### src/include/dps_params.svh
`ifndef DPS_PARAMS_SVH
`define DPS_PARAMS_SVH

// ****************************************
// Word format
// ****************************************
`define WORD_BITS        22
`define CTL_LSB          0
`define CTL_MSB          1
`define REF_CNT_LSB      2
`define REF_CNT_MSB      15
`define REF_POL_BIT      16
`define REF_TRI_BIT      17
`define REF_CUR_BIT      20
`define FB_SWALLOW_LSB   2
`define FB_SWALLOW_MSB   7
`define FB_MAIN_LSB      8
`define FB_MAIN_MSB      18
`define FB_PRESC_BIT     19
`define FB_PD_BIT        20

// ****************************************
// Reset values
// ****************************************
`define LATCH_RST        22'h000000
`define WRITTEN_RST      4'h0

// ****************************************
// Timing
// ****************************************
`define CLK_PERIOD_NS    20
`define PD_SETTLE_NS     200
`define PD_SETTLE_CYC    ((`PD_SETTLE_NS + `CLK_PERIOD_NS - 1) / `CLK_PERIOD_NS)

`endif

### src/include/dps_pkg.sv
package dps_pkg;

  // Power-down sequence of one loop, Gray coded
  typedef enum logic [1:0] {
    DPS_RUN    = 2'b00,
    DPS_CP_OFF = 2'b01,
    DPS_DOWN   = 2'b11
  } dps_pd_st_t;

  typedef struct packed {
    logic [21:0] ref_w;
    logic [21:0] fb_w;
    dps_pd_st_t  st;
    logic [7:0]  cnt;
    logic        hiz;
    logic        down;
  } dps_loop_t;

  typedef struct packed {
    logic            sclk_m;
    logic            sclk_s;
    logic            sclk_p;
    logic            data_m;
    logic            data_s;
    logic            le_m;
    logic            le_s;
    logic            le_p;
    logic [21:0]     sr;
    dps_loop_t [1:0] lp;
    logic            osc_en;
    logic [3:0]      written;
    logic            active;
    logic            mux_pin;
  } dps_state_t;

endpackage

### src/design/dps_serial_ctrl.sv
`timescale 1ns/1ns
`include "dps_params.svh"

// Summary of operation
// Shift 22 bits; latch on strobe rise.
// Control 00 loads secondary reference divider.
// Control 01 loads secondary swallow/main divider.
// Control 10 loads primary reference divider.
// Control 11 loads primary swallow/main divider.
// Secondary power-down: tristate pump, then down.
// Secondary already tristated: down on strobe.
// Primary power-down: tristate pump, then down.
// Primary already tristated: down on strobe.
// Power-down holds dividers loaded, input debiased.
// Oscillator off only when both down; code stops it once both power-down bits are stored, even in DPS_CP_OFF.
// Shift register and latches work in power-down.
// Storing power-down 0 resumes loop at once.
// Secondary polarity bit sets detector sense.
// Primary polarity bit sets detector sense.
// Secondary tristate bit floats secondary pump.
// Primary tristate bit floats primary pump.
// Secondary reference latch bit sets pump current.
// Secondary feedback latch bit selects prescaler.
// Primary feedback latch bit selects prescaler.
// Primary gain bit enters fastlock, closes switch.
// Host frames 22 bits, then raises strobe.
// Host writes all four latches after power-up.
// Host keeps main count not below swallow.
// Words arrive MSB first, control bits last.

module dps_serial_ctrl (
  // Clock and reset
  input  wire logic        clk,
  input  wire logic        sys_rst,
  // Serial link pins
  input  wire logic        serial_clk,
  input  wire logic        serial_data_in,
  input  wire logic        latch_strobe,
  // Secondary loop
  output logic [13:0]      secondary_ref_count,
  output logic [5:0]       secondary_swallow_count,
  output logic [10:0]      secondary_main_count,
  output logic             secondary_prescaler_select,
  output logic             secondary_pfd_polarity,
  output logic             secondary_cp_current,
  output logic             secondary_cp_hiz,
  output logic             secondary_powered_down,
  // Primary loop
  output logic [13:0]      primary_ref_count,
  output logic [5:0]       primary_swallow_count,
  output logic [10:0]      primary_main_count,
  output logic             primary_prescaler_select,
  output logic             primary_pfd_polarity,
  output logic             primary_cp_gain,
  output logic             primary_cp_hiz,
  output logic             primary_powered_down,
  // Shared
  output logic             multiplexed_output_pin,
  output logic             ref_osc_enable,
  output logic             outputs_active
);

  // ****************************************
  // Helpers
  // ****************************************
  localparam logic [7:0] PD_CYC = 8'(`PD_SETTLE_CYC);

  dps_pkg::dps_state_t st_q;
  dps_pkg::dps_state_t st_d;
  logic                sclk_rise;
  logic                le_rise;
  logic [1:0]          ctl;

  // Latch targeted by the control bits: high bit picks loop, low bit picks divider
  function automatic logic hits(input logic [1:0] c, input logic loop_sel, input logic is_fb);
    hits = (c[1] == loop_sel) && (c[0] == is_fb);
  endfunction

  // Power-down sequencing of one loop, run every clock on the latch contents, freshly stored words included
  function automatic dps_pkg::dps_loop_t step(input dps_pkg::dps_loop_t l);
    dps_pkg::dps_loop_t n;
    logic               pd;
    logic               tri_b;
    n = l;
    pd = l.fb_w[`FB_PD_BIT];
    tri_b = l.ref_w[`REF_TRI_BIT];
    case (l.st)
      dps_pkg::DPS_RUN: begin
        if (pd && tri_b) begin
          n.st = dps_pkg::DPS_DOWN;            // see R7
          n.down = 1'b1;
          n.hiz = 1'b1;
        end else if (pd) begin
          n.st = dps_pkg::DPS_CP_OFF;          // see R6
          n.hiz = 1'b1;
          n.cnt = PD_CYC;
        end else begin
          n.hiz = tri_b;                       // see R16
          n.down = 1'b0;
        end
      end
      dps_pkg::DPS_CP_OFF: begin
        if (!pd) begin
          n.st = dps_pkg::DPS_RUN;
          n.hiz = tri_b;
        end else if (l.cnt <= 8'h01) begin
          n.st = dps_pkg::DPS_DOWN;            // see R6
          n.down = 1'b1;
          n.cnt = 8'h00;
        end else begin
          n.cnt = l.cnt - 8'h01;
        end
      end
      dps_pkg::DPS_DOWN: begin
        if (!pd) begin
          n.st = dps_pkg::DPS_RUN;
          n.down = 1'b0;
          n.hiz = tri_b;
        end else begin
          n.hiz = 1'b1;
          n.down = 1'b1;
        end
      end
      default: begin
        n.st = dps_pkg::DPS_RUN;
        n.down = 1'b0;
        n.hiz = tri_b;
        n.cnt = 8'h00;
      end
    endcase
    step = n;
  endfunction

  assign sclk_rise = st_q.sclk_s & ~st_q.sclk_p;
  assign le_rise   = st_q.le_s & ~st_q.le_p;
  assign ctl       = st_q.sr[`CTL_MSB:`CTL_LSB];

  // ****************************************
  // Next state
  // ****************************************
  always_comb begin
    st_d = st_q;
    st_d.sclk_m = serial_clk;
    st_d.sclk_s = st_q.sclk_m;
    st_d.sclk_p = st_q.sclk_s;
    st_d.data_m = serial_data_in;
    st_d.data_s = st_q.data_m;
    st_d.le_m = latch_strobe;
    st_d.le_s = st_q.le_m;
    st_d.le_p = st_q.le_s;
    if (sclk_rise) begin
      st_d.sr = {st_q.sr[20:0], st_q.data_s};  // see R1
    end
    // Latches accept words whatever the power-down state
    if (le_rise) begin
      for (int i = 0; i < 2; i++) begin
        if (hits(ctl, i[0], 1'b0)) begin
          st_d.lp[i].ref_w = st_q.sr;          // see R2 see R4
        end
        if (hits(ctl, i[0], 1'b1)) begin
          st_d.lp[i].fb_w = st_q.sr;           // see R3 see R5
        end
      end
      st_d.written[ctl] = 1'b1;
    end
    for (int i = 0; i < 2; i++) begin
      st_d.lp[i] = step(st_d.lp[i]);
    end
    st_d.osc_en = !(st_d.lp[0].fb_w[`FB_PD_BIT] && st_d.lp[1].fb_w[`FB_PD_BIT]);
    st_d.active = &st_d.written;
    st_d.mux_pin = st_d.lp[1].ref_w[`REF_CUR_BIT];
    if (sys_rst) begin
      st_d = '0;
      st_d.lp[0].ref_w = `LATCH_RST;
      st_d.lp[0].fb_w = `LATCH_RST;
      st_d.lp[1].ref_w = `LATCH_RST;
      st_d.lp[1].fb_w = `LATCH_RST;
      st_d.lp[0].st = dps_pkg::DPS_RUN;
      st_d.lp[1].st = dps_pkg::DPS_RUN;
      st_d.written = `WRITTEN_RST;
      st_d.osc_en = 1'b1;
    end
  end

  always_ff @(posedge clk) begin
    st_q <= st_d;
  end

  // ****************************************
  // Outputs
  // ****************************************
  assign secondary_ref_count        = st_q.lp[0].ref_w[`REF_CNT_MSB:`REF_CNT_LSB];
  assign secondary_swallow_count    = st_q.lp[0].fb_w[`FB_SWALLOW_MSB:`FB_SWALLOW_LSB];
  assign secondary_main_count       = st_q.lp[0].fb_w[`FB_MAIN_MSB:`FB_MAIN_LSB];
  assign secondary_prescaler_select = st_q.lp[0].fb_w[`FB_PRESC_BIT];
  assign secondary_pfd_polarity     = st_q.lp[0].ref_w[`REF_POL_BIT];
  assign secondary_cp_current       = st_q.lp[0].ref_w[`REF_CUR_BIT];
  assign secondary_cp_hiz           = st_q.lp[0].hiz;
  assign secondary_powered_down     = st_q.lp[0].down;
  assign primary_ref_count          = st_q.lp[1].ref_w[`REF_CNT_MSB:`REF_CNT_LSB];
  assign primary_swallow_count      = st_q.lp[1].fb_w[`FB_SWALLOW_MSB:`FB_SWALLOW_LSB];
  assign primary_main_count         = st_q.lp[1].fb_w[`FB_MAIN_MSB:`FB_MAIN_LSB];
  assign primary_prescaler_select   = st_q.lp[1].fb_w[`FB_PRESC_BIT];
  assign primary_pfd_polarity       = st_q.lp[1].ref_w[`REF_POL_BIT];
  assign primary_cp_gain            = st_q.lp[1].ref_w[`REF_CUR_BIT];
  assign primary_cp_hiz             = st_q.lp[1].hiz;
  assign primary_powered_down       = st_q.lp[1].down;
  assign multiplexed_output_pin     = st_q.mux_pin;
  assign ref_osc_enable             = st_q.osc_en;
  assign outputs_active             = st_q.active;

  // ****************************************
  // Checks
  // ****************************************
  localparam int PD_MAX = `PD_SETTLE_CYC + 1;
endmodule

### config.mk
export PLATFORM = sky130hd
export DESIGN_NAME = dps_serial_ctrl
export DESIGN_NICKNAME = d
export VERILOG_FILES = /design/src/include/dps_pkg.sv /design/src/design/dps_serial_ctrl.sv
export VERILOG_INCLUDE_DIRS = /design/src /design/src/include
export SDC_FILE = /design/constraint.sdc
export NUM_CORES = 1
export LEC_CHECK = 0
export BUFFER_PORTS_ARGS = -buffer_cell sky130_fd_sc_hd__buf_2
export CORE_MARGIN = 1
export CORE_UTILIZATION = 48
export CTS_BUF_LIST = sky130_fd_sc_hd__clkbuf_2 sky130_fd_sc_hd__clkbuf_4 sky130_fd_sc_hd__clkbuf_8
export DETAILED_ROUTE_END_ITERATION = 10
export GPL_TIMING_DRIVEN = 0
export PLACE_DENSITY = 0.79
export SYNTH_ARGS = -nofsm -noshare
export SYNTH_HDL_FRONTEND = slang
export SYNTH_SLANG_ARGS = --single-unit
### constraint.sdc
create_clock -name clk -period 5.3 [get_ports clk]
set_input_delay 1.59 -clock clk [delete_from_list [all_inputs] [get_ports clk]]
set_output_delay 1.59 -clock clk [all_outputs]
set_load 0.01 [all_outputs]
==> results.txt, run 1 <==
The setup fix buffers added after clock tree synthesis is 0, and the total negative slack is 0 ps. The die width works out to 108 um. The library cell used most frequently in the layout, excluding fill and tap cells, is nand2_1.

The synthesized netlist occupies a cell area of 5400 sq um. The number of gates resized after CTS is 0. The final core utilization is 0.590, and the post-layout minimum cycle time is 2610 ps.

The flow ran to the end, and the final reports show no timing, DRC or antenna violations. In the final routed layout, each cell accounts on average for 13.5 um. The H-tree was split into 4 levels. Sorting the synthesized cells by area gives the leading types as dfxtp_1, nand2_1, a21oi_1, buf_4, nor2_1.

The standard-cell row count came out at 38. Buffers placed on the I/O ports in this run total 79. The worst setup path is launched from a primary input.

The power per unit of standard cell area came out at 304 nW/um^2. The run gives 131 as the total clock sinks. 80 I/O pins were placed.

After detailed routing, the number of remaining DRC violations is 0. The endpoint arrival time on the critical path came out at 2980 ps. Entering global routing, the biggest net connects 17 pins. The final max-slew violation count is 0, and the static leakage power is 2.64 nW. Across all layers, the routed design uses 4764 vias. For this run, the top clock speed supported by timing is 383 MHz. The worst setup path is of the in -> reg kind. The first global-routing pass estimated 20100 um of wire.

Counting every net in the synthesized netlist gives 677. The top cell types in the final layout, fill and taps aside, are nand2_1, dfxtp_1, a21oi_1. The maximum clock skew at final layout was 12.8 ps. Type of the tightest min-delay check: reg -> reg. The number of flip-flops and latches in the synthesized netlist is 131, and the core region area is 10900 sq um.

The clock passes through at most 2 buffers. For the weighted congestion at the end of routability-driven global placement, the log shows 0.962. The final critical-path share of the clock period is 0.493, and the maximum fanout count along the critical path is 8.

Setup violations remaining at the end of the flow were counted as 0. The worst-case hold slack came out at 443 ps. In the synthesized netlist the dominant register cell turns out to be dfxtp_1. The count of flip-flops with a built-in enable after synthesis is 0, and the count of fill cells added during filler insertion is 975. The count of TritonRoute iterations in the first routing pass was 5; the post-synthesis async set-or-reset flop share was 0.

The fraction of final layout cells sized beyond drive strength 1 came out at 0.239. From bottom edge to top edge, the die measures 108 um. During synthesis, Yosys emitted a total of 0 warnings.

After clock tree synthesis, the clock-pin slew on the worst setup and hold paths is 80 ps. The later-pin clock latency in the skew report came out at 430 ps. STA classifies the critical path endpoint as a flop. Max-cap violations in this run came to 0. Mean number of vias per cell: 5.18. The top cell type's share of synthesized area works out to 0.485. In the final design database the tool counted 775 nets. In this run, the number of DRC markers left after iteration 0 of detailed routing was 275. In this run, CTS created clock tree buffers numbering 17. The area growth from synthesis to layout is 18.8%.

For the worst setup path, the data required time is 5670 ps. The number of hold violations in the final report came out at 0. The run gives 0.182 mV as the highest ir drop seen on vdd. TritonCTS built the clock tree. The die covers 11700 sq um. dfxtp_1 takes more of the synthesized area than any other cell. The average cell area after synthesis works out to 8.09 sq um. Setup repair after global routing left no endpoint under its margin. The total overflow reported by the global router was 0.

For the number of nets with antenna violations after routing, the log shows 0. For the number of buffers inserted by hold repair at cts, the log shows 0. The tools report the initial cell density of the core as 0.496.

The number of global-route vias before repair was 4345; the initial antenna violation count was 0. For the max-slew headroom at the worst pin, the log shows 0.236. Total power for the finished layout comes to 1.95 mW.

The global-route usage over all layers is 0.221. For the post-synthesis cell type count, the log shows 46. The tools report the sequential-to-total area share from yosys stat as 0.485. The tools report the number of antenna diodes as 0. The number of instances in the synthesized netlist came out at 668. The final layout contains routed wiring with a total length of 12400 um. The HPWL after detailed placement is 9120 um. At the pin with the least slew margin, the transition time is 1140 ps. Clock tree synthesis selected as its root buffer the cell clkbuf_8.
==> worst paths after layout <==
kind / depth (start not counted) / endpoint / from / slack (ps)
max reg2reg: 6 / st_q[12]$_SDFFE_PP0P_ / ctl[0]$_SDFFE_PP0P_ / 2940
min: 2 / ctl[0]$_SDFFE_PP0P_ / st_q[144]$_SDFF_PP0_ / 440
min reg2reg: 2 / ctl[0]$_SDFFE_PP0P_ / st_q[144]$_SDFF_PP0_ / 440
max: 6 / st_q[13]$_SDFFE_PP0P_ / sys_rst / 2690
==> flip-flops by register name, indices dropped and copies added, names as in the netlist, 2 cells and up <==
signal	cells
st_q	55
secondary_swallow_count	6
ctl	2
secondary_ref_count	14
primary_swallow_count	6
secondary_main_count	11
primary_main_count	11
primary_ref_count	14
==> routing by layer <==
metal | vias to the layer above | global-route usage | part of all wire
met5 | - | 0 | 0
met4 | 0 | 0.0949 | 0.022
met3 | 22 | 0.0452 | 0.056
met2 | 162 | 0.389 | 0.51
met1 | 2222 | 0.260 | 0.42
li1 | 2358 | - | -
==> layout make-up <==
cell class | instances | area, sq um | area share
buffer | 96 | 602 | 0.0938
clock buffer | 20 | 263 | 0.0409
clock inverter | 12 | 181 | 0.0283
inverter | 12 | 45.0 | 0.00702
multi-input combinational | 429 | 2130 | 0.333
sequential | 131 | 2620 | 0.409
tap | 140 | 175 | 0.0273
timing repair buffer | 79 | 395 | 0.0616
==> synth_stat cells, types with 3 or more instances <==
master    number
buf_4         64
nor3_1        10
nor2b_1       10
nand2b_1       5
inv_1         12
nand2_1      193
o21ai_1        3
ha_1           4
nor3b_1        3
mux2_2         3
dfxtp_1      131
nor2_1        34
clkbuf_1      27
mux2i_1        5
o21ai_0       10
or4_1          3
a21oi_1       99
buf_1          4
a211oi_1       3
a22oi_1        3
a31oi_1        5
nor4_1         3
or3_1          5
==> stage by stage <==
step,cells,area [sq um],setup WS [ps]
2_1_floorplan,668,5400,2790
3_3_place_gp,887,5970,2330
3_5_place_dp,887,5970,2290
4_1_cts,919,6420,2670
5_1_grt,919,6420,2580
6_report,919,6420,2690
==> cells by family after synthesis <==
group / after synthesis / share of synthesized area
mux: 9 / 0.0183
buf+inv: 108 / 0.120
flops: 131 / 0.485
fa+ha+maj: 4 / 0.00926
simple gates: 278 / 0.224
compound gates: 138 / 0.144
==> power by group <==
group / switching, mW / total [mW] / internal (mW)
Combinational: 0.0290 / 0.0378 / 0.00877
Clock: 0.389 / 0.925 / 0.537
Sequential: 0.00168 / 0.989 / 0.987
==> worst max-delay path, cell delays in order <==
cell     delay, ps
buf_2          140
inv_1          220
nand2_1        190
nor4b_1        570
a22oi_1        180
o21ai_1        100
(Power assumes the default switching activity.)
==> run 2, diff against run 1 <==
--- a/config.mk
+++ b/config.mk
@@ -12,7 +12,7 @@
 export CTS_BUF_LIST = sky130_fd_sc_hd__clkbuf_2 sky130_fd_sc_hd__clkbuf_4 sky130_fd_sc_hd__clkbuf_8
 export DETAILED_ROUTE_END_ITERATION = 10
 export GPL_TIMING_DRIVEN = 0
-export PLACE_DENSITY = 0.79
+export PLACE_DENSITY = 0.82
 export SYNTH_ARGS = -nofsm -noshare
 export SYNTH_HDL_FRONTEND = slang
 export SYNTH_SLANG_ARGS = --single-unit
==> constraint.sdc (replaced) <==
create_clock -name clk -period 2.2 [get_ports clk]
set_input_delay 0.66 -clock clk [delete_from_list [all_inputs] [get_ports clk]]
set_output_delay 0.66 -clock clk [all_outputs]
set_load 0.01 [all_outputs]
==> results.txt, run 2 (synthesized netlist as in run 1, its figures left out) <==
The flow ran to the end, and the final reports show no timing, DRC or antenna violations. The number of buffers inserted by hold repair at cts was 0 (unchanged); the fmax was 482 MHz. Subtracting the final worst setup slack from the clock period gives 2080 ps. The first-pass GRT wire length came out at 19400 um (-3.1%).

The count of fill cells added during filler insertion came out at 959 (-1.6%). The pin count of the biggest net entering global routing is 17 (unchanged), and the total clock sinks is 131 (unchanged). The run gives 0 (unchanged) as the setup violation total in the final timing report.

TritonCTS built the clock tree. The flip-flop count of the largest register after layout works out to 55 (unchanged). The fraction of final layout cells sized beyond drive strength 1 is 0.244 (+0.00513). STA classifies the critical path startpoint as a flop. In the layout the commonest cells are nand2_1, dfxtp_1, a21oi_1. The standard-cell row count was 38 (unchanged); the routed length per instance was 13.0 um (-3.5%). For the max-slew headroom at the worst pin, the log shows 0.588 (+0.353). The run gives 10900 sq um (unchanged) as the core region area. The run gives 4696 (-1.4%) as the vias after detailed routing.

CTS placed an instance of clkbuf_8 at the clock tree root. The tools report the number of DRC violations after detailed routing as 0 (unchanged). Routed signal wires occupy layers up through met4.

For the initial antenna violation count, the log shows 0 (unchanged). The number of global-route vias before repair is 4164 (-4.2%). Final max-slew violation count: 0 (unchanged). The total power draw was 4.58 mW (+130%); the initial cell density of the core was 0.496 (unchanged). Global-route usage over all layers: 0.214 (-0.00709). The final-stage net count is 775 (unchanged), and the I/O pin count is 80 (unchanged).

The die width came out at 108 um (unchanged). Maximum clock skew at final layout: 16.5 ps (+3.68 ps). The power per unit of standard cell area is 714 nW/um^2 (+130%). The endpoint arrival time on the critical path was 2430 ps (-550 ps); the max-capacitance violation count was 0 (unchanged). The CTS clock-pin slew for the worst setup and hold paths came out at 80 ps (about the same). The amount of wire on met2 after detailed routing was 5840 um (-6.9%); the final critical-path share of the clock period was 0.944.

The library cell used most frequently in the layout, excluding fill and tap cells, is nand2_1. The vertical die dimension works out to 108 um (unchanged). The number of nets with antenna violations after routing is 0 (unchanged). The static leakage power was 2.64 nW (about the same).

The first-iteration detailed-routing DRC count was 229 (-17%); the highest ir drop seen on vdd was 0.655 mV (+260%). Largest register by flop count: st_q. For the depth of the CTS H-tree, the log shows 4 (unchanged).

The total cell area at the placement stage was 5970 sq um (unchanged); the total overflow reported by the global router was 0 (unchanged). For the critical path data required time, the log shows 2560 ps (-3110 ps). The number of antenna diodes came out at 0 (unchanged).

The path class of the tightest hold or removal check is in -> reg. The number of I/O port buffers works out to 79 (unchanged). The worst setup path is of the reg -> reg kind.

Setup repair after global routing left no endpoint under its margin. The tools report the sum of routed wire length over all layers as 12000 um (-3.5%). For the design area, the log shows 6410 sq um (about the same).

Met1 wire length: 5220 um (+1.2%). Area overhead of the layout relative to synthesis: 18.7% (about the same). Final core utilization: 0.589 (about the same). The run gives 11700 sq um (unchanged) as the area of the die.

Walking the worst path, the cells encountered are buf_2, and4bb_2, mux2i_2, a211oi_2, or3_4, a31oi_1. The transition at the pin with the smallest max-transition slack was 615 ps (-529 ps). The weighted congestion at the end of routability-driven global placement is 0.888 (-7.7%), and the worst-case hold slack is 430 ps (-13.1 ps). STA classifies the critical path endpoint as a flop. The maximum number of buffers from clock root to sink is 2 (unchanged). The critical-path cell with the highest stage delay is or3_4.

Maximum cell stage delay along the critical path: 430 ps (-140 ps). The sum of met3 wire segment lengths after detailed routing is 653 um (-6.2%), and the count of TritonRoute iterations in the first routing pass is 5 (unchanged). The detailed placer's ending HPWL is 8260 um (-9.4%), and the maximum fanout count along the critical path is 10 (+2).

The mean number of vias per cell was 5.11 (-1.4%). The total negative slack was 0 ps (unchanged); the later-pin clock latency in the skew report was 450 ps (+20 ps). The number of hold violations in the final report is 0 (unchanged). For the TritonCTS buffer count, the log shows 17 (unchanged).
run 2: critical path: cells and delay by family (launching register included):
family,cells,cell delay (ps)
and+or+nand+nor,2,790
muxes,1,410
AOI/OAI and AO/OA,2,320
DFF,1,300
buffers and inverters,1,180
run 2: final cells by class:
cell class | instances | area (sq um) | share of cell area
well taps | 140 | 175 | 0.0273
plain buffers | 95 | 598 | 0.0933
clock buffers | 18 | 248 | 0.0386
clock inverters | 14 | 165 | 0.0258
repair buffers | 80 | 403 | 0.0628
flip-flops and latches | 131 | 2620 | 0.409
multi-input cells | 429 | 2160 | 0.336
inverters | 12 | 45.0 | 0.00702
run 2: stage by stage:
step	setup WS, ps	std cells
3_5_place_dp	-97.1	887
6_report	124	919
5_1_grt	21.6	919
3_3_place_gp	-88.1	887
2_1_floorplan	157	668
4_1_cts	53.1	920
run 2: worst paths after layout:
check	start	end	slack (ps)	cells after the start
hold / removal	latch_strobe	st_q[143]$_SDFF_PP0_	430	2
setup / recovery	ctl[1]$_SDFFE_PP0P_	st_q[16]$_SDFFE_PP0P_	120	6
setup reg to reg	ctl[1]$_SDFFE_PP0P_	st_q[16]$_SDFFE_PP0P_	120	6
hold reg to reg	st_q[145]$_SDFF_PP0_	st_q[144]$_SDFF_PP0_	440	1
run 2: routing by layer:
| metal | global-route usage | up-vias |
|---|---|---|
| met5 | 0 | - |
| met4 | 0.0861 | 0 |
| met3 | 0.0494 | 28 |
| met2 | 0.356 | 152 |
| met1 | 0.267 | 2170 |
| li1 | - | 2346 |
run 2: timing repair:
action | 4_1_cts | 5_1_grt
resized for setup | 0 | 4
endpoints found under the setup margin | 8 | 18
setup buffers | 1 | 0
pin swaps | 1 | 0
run 2: power breakdown:
part	total, mW	internal (mW)	switching (mW)
logic	0.0923	0.0221	0.0702
clock network	2.11	1.07	1.04
registers	2.38	2.38	0.00430
total	4.58	3.47	1.11
